<file path="src/dasq_pkg.sv">
// constants, field layouts and carrier types of the display address sequencer
// assumes one character clock (hclk) drives the whole block
package dasq_pkg;

  localparam int unsigned ADDR_W = 14; // display address bus width

  // register byte offsets on the bus
  localparam logic [7:0] REG_FIRST_LO = 8'h00; // buffer_first_address_low
  localparam logic [7:0] REG_BOUNDS   = 8'h04; // buffer_bounds_high
  localparam logic [7:0] REG_BLINK_SP = 8'h08; // cursor_blink_split_row
  localparam logic [7:0] REG_CONFIG   = 8'h0C; // raster and cursor config
  localparam logic [7:0] REG_SCREEN   = 8'h10; // screen start address
  localparam logic [7:0] REG_CURSOR   = 8'h14; // cursor address
  localparam logic [7:0] REG_POINTER  = 8'h18; // pointer address
  localparam logic [7:0] REG_COMMAND  = 8'h1C; // command strobes
  localparam logic [7:0] REG_STATUS   = 8'h20; // status, bit 0 write-1-clear
  localparam logic [7:0] REG_ADDRMON  = 8'h24; // counter and latch monitor

  // field positions
  localparam int unsigned CFG_ACT_LSB   = 0;
  localparam int unsigned CFG_LINES_LSB = 8;
  localparam int unsigned CFG_ROWS_LSB  = 16;
  localparam int unsigned CFG_BLINK_EN  = 24;
  localparam int unsigned CFG_CUR_EN    = 25;
  localparam int unsigned CFG_SPLIT_MSK = 26;
  localparam int unsigned BSP_RATE      = 7;
  localparam int unsigned CMD_CUR_INC   = 0;
  localparam int unsigned ST_SPLIT      = 0;
  localparam int unsigned ST_VBLANK     = 1;
  localparam int unsigned ST_ROW_LSB    = 8;
  localparam int unsigned MON_RSR_LSB   = 16;

  // values after reset
  localparam logic [7:0] RST_ACT   = 8'h50;
  localparam logic [3:0] RST_LINES = 4'hB;
  localparam logic [6:0] RST_ROWS  = 7'h17;

  // default blanking counts in character clocks and scan lines
  localparam int unsigned HBLANK_CHARS_DEF = 16;
  localparam int unsigned VBLANK_LINES_DEF = 20;

  // raster timing strobes handed to the address logic
  typedef struct packed {
    logic       line_start;  // first clock of any scan line
    logic       inc;         // counter advance slot
    logic       line_end;    // last clock of any scan line
    logic       row_line0;   // start of line zero of a displayed row
    logic       last_line;   // current line is the row's last
    logic       frame_start; // start of line zero of row zero
    logic       vblank;      // vertical blanking level
    logic [6:0] row_num;     // current character row
  } dasq_timing_t;

  typedef struct packed {
    logic [9:0] hcnt;
    logic [3:0] line;
    logic [6:0] row;
    logic [7:0] vbcnt;
    logic       vblank;
  } dasq_raster_t;

  typedef struct packed {
    logic [4:0] fields;
    logic       rate;
    logic       en;
  } dasq_blink_t;

endpackage : dasq_pkg

</file>
<file path="src/dasq_raster.sv">
// raster counters: characters, scan lines, rows and vertical blanking
// assumes a character clock and live config fields from the register file
`timescale 1ns/1ps
module dasq_raster
  import dasq_pkg::*;
#(
  parameter int unsigned HBLANK_CHARS = HBLANK_CHARS_DEF,
  parameter int unsigned VBLANK_LINES = VBLANK_LINES_DEF
) (
  input  wire logic         hclk,
  input  wire logic         hresetn,
  input  wire logic [7:0]   act_chars,
  input  wire logic [3:0]   lines_m1,
  input  wire logic [6:0]   rows_m1,
  output dasq_timing_t      tim
);

  generate
    if (HBLANK_CHARS < 2 || HBLANK_CHARS > 255 ||
        VBLANK_LINES < 1 || VBLANK_LINES > 256) begin : g_chk
      $error("dasq_raster: blanking parameters out of range");
    end
  endgenerate

  localparam logic [9:0] HBL = 10'(HBLANK_CHARS);
  localparam logic [7:0] VBL = 8'(VBLANK_LINES - 1);

  dasq_raster_t st_q;
  dasq_raster_t st_d;
  logic [9:0]   nchars;
  logic [9:0]   htotal_m1;

  // zero in the count field means 256 characters
  assign nchars    = (act_chars == 8'h00) ? 10'h100 : {2'h0, act_chars};
  assign htotal_m1 = 10'(nchars + HBL - 10'h001);

  // next counter state
  always_comb begin
    st_d = st_q;
    if (st_q.hcnt == htotal_m1) begin
      st_d.hcnt = 10'h000;
      if (st_q.vblank) begin
        if (st_q.vbcnt == VBL) begin
          st_d.vblank = 1'b0;
          st_d.row    = 7'h00; // row count restarts each field
          st_d.line   = 4'h0;
        end else begin
          st_d.vbcnt = 8'(st_q.vbcnt + 8'h01);
        end
      end else if (st_q.line == lines_m1) begin
        st_d.line = 4'h0;
        // row total sampled live; changed only in blanking
        if (st_q.row == rows_m1) begin
          st_d.vblank = 1'b1;
          st_d.vbcnt  = 8'h00;
        end else begin
          st_d.row = 7'(st_q.row + 7'h01);
        end
      end else begin
        st_d.line = 4'(st_q.line + 4'h1);
      end
    end else begin
      st_d.hcnt = 10'(st_q.hcnt + 10'h001);
    end
  end

  // counter registers
  always_ff @(posedge hclk or negedge hresetn) begin
    if (!hresetn) begin
      st_q <= '0;
    end else begin
      st_q <= st_d;
    end
  end

  // strobes decoded from the counters
  always_comb begin
    tim.line_start  = (st_q.hcnt == 10'h000);
    tim.line_end    = (st_q.hcnt == htotal_m1);
    tim.inc         = st_q.vblank ||
                      (st_q.hcnt != 10'h000 && st_q.hcnt <= nchars);
    tim.row_line0   = tim.line_start && !st_q.vblank && st_q.line == 4'h0;
    tim.last_line   = !st_q.vblank && st_q.line == lines_m1;
    tim.frame_start = tim.row_line0 && st_q.row == 7'h00;
    tim.vblank      = st_q.vblank;
    tim.row_num     = st_q.row;
  end

endmodule : dasq_raster

</file>
<file path="src/dasq_blink.sv">
// cursor blink divider counting fields
// assumes one field_start pulse per field from the raster counters
`timescale 1ns/1ps
module dasq_blink
  import dasq_pkg::*;
(
  input  wire logic hclk,
  input  wire logic hresetn,
  input  wire logic field_start,
  input  wire logic rate_sel,
  input  wire logic blink_en,
  output logic      cursor_vis
);

  dasq_blink_t st_q;
  dasq_blink_t st_d;

  // rate and enable take effect at the next field start
  always_comb begin
    st_d = st_q;
    if (field_start) begin
      st_d.fields = 5'(st_q.fields + 5'h01);
      st_d.rate   = rate_sel;
      st_d.en     = blink_en;
    end
  end

  always_ff @(posedge hclk or negedge hresetn) begin
    if (!hresetn) begin
      st_q <= '0;
    end else begin
      st_q <= st_d;
    end
  end

  // half period on, half off: 1/16 or 1/32 of field rate
  assign cursor_vis = !st_q.en ||
                      (st_q.rate ? st_q.fields[4] : st_q.fields[3]);

endmodule : dasq_blink

</file>
<file path="src/dasq_sequencer.sv">
// display address sequencer top: bus slave, address counter, row latch
// assumes an AHB-Lite master with single word transfers, hclk = char clock
//
// Overview of operation
// - region: 12-bit first address, 4-bit last nibble
// - last address wraps to first address on the next advance, anywhere in the row
// - cursor blinks at 1/16 or 1/32 field rate
// - split row equal sets flag, masked interrupt
// - split update happens at row's line zero
// - blink settings apply within one field
// - frame start loads latch and counter
// - counter advances once per active character
// - later lines reload counter from latch
// - row end copies counter into latch
// - after retrace screen start reloads everything
// - counter wraps from last to first address
// - screen start write redirects the next row
// - vertical blanking free-runs counter for refresh
// - cursor asserted while counter equals cursor outside vertical blanking
// - cursor address readable, writable, incrementable
// - pointer address held for host accesses
// - screen start write clears split flag
// - blinking cursor has half duty cycle
//
// The register offsets and the AHB-Lite interface to the registers were chosen for this implementation.
`timescale 1ns/1ps
module dasq_sequencer
  import dasq_pkg::*;
#(
  parameter int unsigned HBLANK_CHARS = HBLANK_CHARS_DEF,
  parameter int unsigned VBLANK_LINES = VBLANK_LINES_DEF
) (
  input  wire logic              hclk,
  input  wire logic              hresetn,
  input  wire logic              hsel,
  input  wire logic [31:0]       haddr,
  input  wire logic [1:0]        htrans,
  input  wire logic              hwrite,
  input  wire logic [2:0]        hsize,
  input  wire logic              hready,
  input  wire logic [31:0]       hwdata,
  output logic                   hreadyout,
  output logic [31:0]            hrdata,
  output logic                   hresp,
  output logic [ADDR_W-1:0]      disp_addr,
  output logic                   cursor_out,
  output logic                   split_irq
);

  // complete block state
  typedef struct packed {
    logic [7:0]        first_lo;
    logic [7:0]        bounds;
    logic [7:0]        blink_split;
    logic [7:0]        act_chars;
    logic [3:0]        lines_m1;
    logic [6:0]        rows_m1;
    logic              blink_en;
    logic              cur_en;
    logic              split_mask;
    logic [ADDR_W-1:0] screen;
    logic              ss_chg;
    logic [ADDR_W-1:0] cursor;
    logic [ADDR_W-1:0] pointer;
    logic [ADDR_W-1:0] mac;
    logic [ADDR_W-1:0] row_start_latch;
    logic              split;
    logic              cur_out;
    logic              irq;
    logic              pend;
    logic              pend_wr;
    logic [7:0]        pend_addr;
    logic              rdy;
    logic [31:0]       rdata;
  } dasq_state_t;

  dasq_state_t  st_q;
  dasq_state_t  st_d;
  dasq_timing_t tim;
  logic         cursor_vis;
  logic [11:0]  first_addr;
  logic [11:0]  last_addr;
  logic [ADDR_W-1:0] mac_next;
  logic         wr_en;
  logic         split_hit;

  // counter plus one, folding back at the buffer end
  function automatic logic [ADDR_W-1:0] next_addr(
    input logic [ADDR_W-1:0] a,
    input logic [11:0]       first,
    input logic [11:0]       last
  );
    logic [ADDR_W-1:0] r;
    if (a[11:0] == last) begin
      r = {a[ADDR_W-1:12], first};
    end else begin
      r = ADDR_W'(a + 1'b1);
    end
    return r;
  endfunction : next_addr

  dasq_raster #(
    .HBLANK_CHARS (HBLANK_CHARS),
    .VBLANK_LINES (VBLANK_LINES)
  ) u_raster (
    .hclk      (hclk),
    .hresetn   (hresetn),
    .act_chars (st_q.act_chars),
    .lines_m1  (st_q.lines_m1),
    .rows_m1   (st_q.rows_m1),
    .tim       (tim)
  );

  dasq_blink u_blink (
    .hclk        (hclk),
    .hresetn     (hresetn),
    .field_start (tim.frame_start),
    .rate_sel    (st_q.blink_split[BSP_RATE]),
    .blink_en    (st_q.blink_en),
    .cursor_vis  (cursor_vis)
  );

  // buffer region bounds; last address ends on a 256-word block
  assign first_addr = {st_q.bounds[3:0], st_q.first_lo};
  assign last_addr  = {st_q.bounds[7:4], 8'hFF};
  assign mac_next   = next_addr(st_q.mac, first_addr, last_addr);
  assign wr_en      = st_q.pend && st_q.pend_wr;
  assign split_hit  = tim.row_line0 &&
                      tim.row_num == st_q.blink_split[6:0];

  // next state: bus slave, registers, addressing
  always_comb begin
    st_d = st_q;

    // address phase accepted; reads get one wait state
    if (st_q.pend) begin
      st_d.pend = 1'b0;
      st_d.rdy  = 1'b1;
    end
    if (hsel && htrans[1] && hready) begin
      st_d.pend      = 1'b1;
      st_d.pend_wr   = hwrite;
      st_d.pend_addr = {haddr[7:2], 2'b00};
      st_d.rdy       = hwrite;
    end

    // read data, loaded in the wait state; unmapped reads give zero
    if (st_q.pend && !st_q.pend_wr) begin
      case (st_q.pend_addr)
        REG_FIRST_LO: st_d.rdata = {24'h0, st_q.first_lo};
        REG_BOUNDS:   st_d.rdata = {24'h0, st_q.bounds};
        REG_BLINK_SP: st_d.rdata = {24'h0, st_q.blink_split};
        REG_CONFIG:   st_d.rdata = {5'h0, st_q.split_mask, st_q.cur_en,
                                    st_q.blink_en, 1'b0, st_q.rows_m1,
                                    4'h0, st_q.lines_m1, st_q.act_chars};
        REG_SCREEN:   st_d.rdata = {18'h0, st_q.screen};
        REG_CURSOR:   st_d.rdata = {18'h0, st_q.cursor};
        REG_POINTER:  st_d.rdata = {18'h0, st_q.pointer};
        REG_STATUS:   st_d.rdata = {17'h0, tim.row_num, 6'h0,
                                    tim.vblank, st_q.split};
        REG_ADDRMON:  st_d.rdata = {2'h0, st_q.row_start_latch, 2'h0, st_q.mac};
        default:      st_d.rdata = 32'h0000_0000;
      endcase
    end

    // register writes in the data phase
    if (wr_en) begin
      case (st_q.pend_addr)
        REG_FIRST_LO: st_d.first_lo = hwdata[7:0];
        REG_BOUNDS:   st_d.bounds = hwdata[7:0];
        REG_BLINK_SP: st_d.blink_split = hwdata[7:0];
        REG_CONFIG: begin
          st_d.act_chars  = hwdata[CFG_ACT_LSB +: 8];
          st_d.lines_m1   = hwdata[CFG_LINES_LSB +: 4];
          st_d.rows_m1    = hwdata[CFG_ROWS_LSB +: 7];
          st_d.blink_en   = hwdata[CFG_BLINK_EN];
          st_d.cur_en     = hwdata[CFG_CUR_EN];
          st_d.split_mask = hwdata[CFG_SPLIT_MSK];
        end
        REG_SCREEN: begin
          st_d.screen = hwdata[ADDR_W-1:0];
          st_d.split  = 1'b0;
        end
        REG_CURSOR:  st_d.cursor = hwdata[ADDR_W-1:0];
        REG_POINTER: st_d.pointer = hwdata[ADDR_W-1:0];
        REG_COMMAND: begin
          if (hwdata[CMD_CUR_INC]) begin
            st_d.cursor = ADDR_W'(st_q.cursor + 1'b1);
          end
        end
        REG_STATUS: begin
          if (hwdata[ST_SPLIT]) begin
            st_d.split = 1'b0;
          end
        end
        default: begin
        end
      endcase
    end

    // row-end latch update; a pending screen start write wins
    if (tim.line_end && tim.last_line) begin
      st_d.ss_chg = 1'b0;
      if (st_q.ss_chg) begin
        st_d.row_start_latch = st_q.screen;
      end else begin
        st_d.row_start_latch = st_q.mac;
      end
    end
    if (tim.frame_start) begin
      st_d.ss_chg = 1'b0;
    end
    // screen start written: redirect next row, set beats clear
    if (wr_en && st_q.pend_addr == REG_SCREEN) begin
      st_d.ss_chg = 1'b1;
    end

    // address counter
    if (tim.frame_start) begin
      st_d.mac = st_q.screen;
      st_d.row_start_latch = st_q.screen;
    end else if (tim.line_start && !tim.vblank) begin
      st_d.mac = st_q.row_start_latch;
    end else if (tim.inc) begin
      st_d.mac = mac_next;
    end

    // split row compare at line zero; set wins over any clear
    if (split_hit) begin
      st_d.split = 1'b1;
    end
    st_d.irq = st_d.split && st_q.split_mask;

    // cursor match on the counter, gated by blink phase
    st_d.cur_out = st_q.cur_en && cursor_vis && !tim.vblank &&
                   st_d.mac == st_q.cursor;
  end

  // state register
  always_ff @(posedge hclk or negedge hresetn) begin
    if (!hresetn) begin
      st_q           <= '0;
      st_q.act_chars <= RST_ACT;
      st_q.lines_m1  <= RST_LINES;
      st_q.rows_m1   <= RST_ROWS;
      st_q.rdy       <= 1'b1;
    end else begin
      st_q <= st_d;
    end
  end

  // outputs straight from the state register, hresp tied low
  assign hreadyout  = st_q.rdy;
  assign hrdata     = st_q.rdata;
  assign hresp      = 1'b0;
  assign disp_addr  = st_q.mac;
  assign cursor_out = st_q.cur_out;
  assign split_irq  = st_q.irq;
endmodule : dasq_sequencer

</file>
<file path="config.mk">
export PLATFORM = sky130hd
export DESIGN_NAME = dasq_sequencer
export DESIGN_NICKNAME = d
export VERILOG_FILES = /design/src/dasq_pkg.sv /design/src/dasq_raster.sv /design/src/dasq_blink.sv /design/src/dasq_sequencer.sv
export SDC_FILE = /design/constraint.sdc
export NUM_CORES = 1
export LEC_CHECK = 0
export BUFFER_PORTS_ARGS = -buffer_cell sky130_fd_sc_hd__buf_4
export CORE_MARGIN = 4
export CORE_UTILIZATION = 64
export DETAILED_ROUTE_END_ITERATION = 8
export PLACE_DENSITY = 0.83
export SETUP_SLACK_MARGIN = 0.3
export SYNTH_ARGS = -nofsm -noshare
export SYNTH_HDL_FRONTEND = slang
export SYNTH_SLANG_ARGS = --single-unit
</file>
<file path="constraint.sdc">
create_clock -name hclk -period 6.4 [get_ports hclk]
set_input_delay 1.28 -clock hclk [delete_from_list [all_inputs] [get_ports hclk]]
set_output_delay 1.28 -clock hclk [all_outputs]
set_load 0.05 [all_outputs]
</file>
; ---- Word-level counts from Yosys, hierarchy flattened
; Index checks and enable logic that the tools add are counted.
[word_totals]
reg_bits = 198
inputBits = 74
[classes]
add_sub_neg = 9
n_lt_le_gt_ge = 1
eq_ne = 20
mux = 30
reduce_logical = 43
[op_table]
columns = cell, n
row1 = one-hot mux 30 bit (9 select lines), 1
row2 = two-way mux 14 bit, 8
row3 = "adder 14 x 1 -> 14 bit, second input constant", 2
row4 = one-hot mux 14 bit (2 select lines), 1
row5 = "equality test 6 x 3 -> 1 bit, second input constant", 4
row6 = two-way mux 11 bit, 2
row7 = two-way mux 20 bit, 1
row8 = two-way mux 9 bit, 2
row9 = logical AND 1 bit, 16
row10 = logical NOT 8 bit, 2
row11 = two-way mux 16 bit, 1
row12 = equality test 14 bit, 1
row13 = equality test 7 bit, 2
row14 = AND reduction 2 bit, 7
row15 = equality test 12 bit, 1
row16 = "equality test 6 x 2 -> 1 bit, second input constant", 2
row17 = "equality test 6 x 4 -> 1 bit, second input constant", 2
row18 = "adder 10 x 1 -> 10 bit, second input constant", 1
row19 = "adder 10 x 5 -> 10 bit, second input constant", 1
row20 = equality test 10 bit, 1
row21 = less-or-equal comparator 10 bit, 1
row22 = logical NOT 10 bit, 1
row23 = two-way mux 10 bit, 1
row24 = nonzero test 10 bit, 1
row25 = other kinds (23), 41

; ---- Logic depth before layout (Yosys ltp)
[logic_depth]
word_depth = 10
mapped_depth = 16

; ---- Modules after synthesis
; A second synthesis with hierarchy kept.
[hier_totals]
hier_cells = 1142
area_unflattened_um2 = 11333.4
[modules_own_cells]
columns = mod, n_inst, cells_per_inst, area_per_inst_um2, seq_area_each_um2
row1 = dasq_sequencer, 1, 850, 8562.0, 3966.3
row2 = dasq_raster, 1, 271, 2462.4, 750.7
row3 = dasq_blink, 1, 21, 309.0, 175.2

; ---- Worst setup path before layout
; OpenSTA, ideal clock, no wires.
[synth_path]
kind = reg2reg
from = register, netlist name st_q[133]
to = register u_raster.st_q[8] (netlist name)
setup_time_ns = 0.078
arrival_time_ns = 3.743
required_ns = 6.322
path_slack_ns = 2.579
path_stages_with_launch = 12
path_cell_list = dfrtp_1 > buf_6 > or4_4 > o41a_1 > ha_1 > or4_1 > a2111oi_2 > nand3_4 > or3_4 > buf_6 > or4_1 > a21oi_1
[synth_via]
elab_chain_cells = 6
[synth_rtl]
columns = item, line
row1 = logical NOT 8 bit, dasq_raster.sv:34  ; assign nchars = (act_chars == 8'h00) ? 10'h100 : {2'h0, act_chars};
row2 = two-way mux 9 bit *, dasq_raster.sv:34
row3 = adder 10 x 5 -> 10 bit *, dasq_raster.sv:35  ; assign htotal_m1 = 10'(nchars + HBL - 10'h001);
row4 = subtractor 10 x 1 -> 10 bit *, dasq_raster.sv:35
row5 = equality test 10 bit *, dasq_raster.sv:40  ; if (st_q.hcnt == htotal_m1) begin
row6 = AND reduction 4 bit (no line) *, -
row7 = "end signal, assigned", dasq_raster.sv:72  ; st_q <= st_d;
row8 = "end, declared", dasq_raster.sv:28  ; dasq_raster_t st_q;
; Mark *: on every way between the ends. The rest lies on a longest branch, timed or not.
; A chain may end at the register's enable or synchronous reset.

==> reports/summary.txt <==
Total Wirelength - 33,600 um
Startpoint Class - register
Max Cap Viol - 0
Post-synth EDFFs - 0
Gpl congestion - 1.02
Measured slew at the worst slew-check pin - 1320 ps
Clk buf depth - 2
Final #Nets - 1,279
Post_cts resized - 0
Post CTS Setup Buffer Count - 0
Worst-path clk slew - 80 ps
Detailed Place HPWL - 24,200 um
Cell Rows - 48
Slew Limit Fails - 0
1st-iter DRT viols - 1,228
Tot GR Track Use - 34.2%
DR WL/cell - 23.6 um
CP max-delay cell - o21a_1
Final Hold Viols - 0
Hold Crit Class - reg2reg
CTS tree - built
Ys flop type - dfrtp_1
Yosys cell types - 72
Synth area leaders - dfrtp_1 41%, mux2_2 8.0%, nand2_1 4.1%
Largest delay share family, worst path - simple AND/OR/NAND/NOR gates
Max-slew headroom - 11.7%
CP bufs+invs - 0
Flop-to-flop setup slack - 2010 ps
Register-to-Register Path Depth - 12
GRT overflow - 0
Async S/R FF share, synth - 100%
Initial Util - 65.3%
CP Max Fanout - 18
Reg2reg end - cursor_out
Worst Path Class, Setup - reg2reg
DIE HEIGHT - 141 um
Antenna Cells - 0
Hold WS - 478 ps
Vias/cell - 6.67
Drt first pass iters - 9
CTS Sinks - 195
Mapped Cells - 1,181
Commonest cells in the netlist - 185 x dfrtp_1, 123 x nand2_1, 87 x o21ai_0
Cell chosen for the clock root - clkbuf_16
FMAX - 228 MHz
Count of final setup violators - 0
Most frequent cell after synthesis - dfrtp_1
Initial antenna violation count - 0
Num ports - 124
Setup WS post-layout - 2010 ps
Crit-path cells - or4_4 > or4_1 > ha_1 > nand4b_1 > nor2b_1 > a31oi_1 > o21a_1 > nor2_1 > a311oi_1 > nand4_1 > nor4_1 > and4_1
# DRC - 0
Status - finished, final reports clean
Fin crit period - 4390 ps
First-pass GRT wire length - 52,000 um
Hold_sp - u_blink.st_q[6]
Vias in the first global route - 9,094
WP data required - 6780 ps
Hold_buf cts - 0
Skew-Pair Late Insertion Delay - 450 ps
Die footprint - 19,800 um2
Worst slack, placed - 2110 ps
Post-route ant nets - 0
Largest net degree at the start of global routing - 87
Cell taking the most area after synthesis - dfrtp_1
Critical Path AT - 4770 ps
Yosys warns - 0
Sequential fraction of the synthesis area - 43.3%
Reg2reg start - st_q[134]
Pwr Density - 361 nW/um2
Chip width - 141 um
# H-tree levels - 4
Leakage - 0.00553 uW
Critical Path Sink Type - register
Crit path largest cell delay - 660 ps
Share of post-route cells with drive strength above 1 - 19.8%
Hold Path Depth - 1
Via count - 9,478
Cell Area, Synth - 11,300 um2
Hold EP - u_blink.st_q[6]
IO buf count - 81
Number of buffers created by CTS - 17
RSZ-0062 raised after global routing - false
Syn avg cell area - 9.56 um2
Setup_tns - 0 ps
Core area - 17,300 um2
Top-area cell type share of the netlist area - 41.0%
Layout Skew - 14.3 ps
Maximum VDD drop - 0.000250 V
Period utilization - 68.6%
Yosys reg bits - 195
Area delta synth->final - 8.77%
==> power breakdown <==
group / leakage [uW] / total [uW] / switching [uW] / internal, uW
combinational: 0.00278 / 1510 / 905 / 601
sequential: 0.00248 / 1890 / 427 / 1460
clock: 0.000267 / 1040 / 514 / 522
==> logic make-up (layout without fill, tap and decap cells) <==
family                     after synthesis  count (layout)  share of synthesized area, %
AOI/OAI and AO/OA                      275             275                          15.4
xor gates and xnor gates                60              60                          4.65
adders and majority gates               21              21                          2.33
buffers and inverters                  153             166                          6.78
DFF                                    195             195                          43.3
muxes                                  124             124                          12.4
other                                    1               4                        0.0332
and+or+nand+nor                        352             352                          15.0
==> sequential cells by signal, indices dropped and copies added, names as in the netlist <==
| register | cells |
|---|---|
| last_addr | 4 |
| u_raster.st_q | 22 |
| st_q | 96 |
| hreadyout | 1 |
| disp_addr | 14 |
| first_addr | 12 |
| hrdata | 29 |
| cursor_out | 1 |
| u_blink.st_q | 7 |
| u_raster.tim | 8 |
| split_irq | 1 |
==> through the flow <==
| stage | instance area (um2) | std cells | util (%) | power [uW] |
|---|---|---|---|---|
| floorplan | 11300 | 1184 | - | 2890 |
| global placement | 11700 | 1390 | 67.8 | 3320 |
| detailed placement | 11700 | 1390 | 67.8 | 3360 |
| CTS | 12300 | 1422 | 71.0 | 4390 |
| global route | 12300 | 1422 | 71.0 | 4630 |
| finish | 12300 | 1422 | 71.0 | 4430 |
==> layout make-up <==
| class | instances | area (um2) |
|---|---|---|
| Fill cell | 1302 | 5020 |
| Sequential cell | 195 | 4890 |
| Tap cell | 225 | 282 |
| Clock inverter | 13 | 118 |
| Clock buffer | 19 | 443 |
| Inverter | 35 | 131 |
| Timing Repair Buffer | 99 | 749 |
| Multi-Input combinational cell | 836 | 5660 |
==> cells in the final DEF, fill, tap and decap left out, drive strengths merged, types with 34 or more instances in the layout <==
cell type and instances:
mux2i 39, nand2 123, buf 98, o21ai 88
mux2 80, nor2 80, nand3 34, a21oi 70
dfrtp 185, inv 41
==> worst reg2reg max path: cells and delay by family (launching register included) <==
kind	cells	cell delay, ps
AOI/OAI and AO/OA	3	1280
adders and majority gates	1	320
DFF	1	470
and+or+nand+nor	8	2240
==> per-layer routing <==
metal / global-route usage, % / share of wire (%)
met3: 9.87 / 11
met5: 0 / 0
met2: 52.2 / 45
met1: 47.3 / 41
met4: 11.3 / 3.1
==> how the worst max path moves through the flow <==
stage | startpoint | end | slack (ps) | cells after the start
floorplan | st_q[133] | u_raster.st_q[8] | 2580 | 11
global placement | st_q[134] | cursor_out | 2130 | 12
detailed placement | st_q[134] | cursor_out | 2110 | 12
CTS | st_q[134] | cursor_out | 2100 | 12
global route | st_q[134] | cursor_out | 1790 | 12
finish | st_q[134] | cursor_out | 2010 | 12
(Power assumes the default switching activity.)
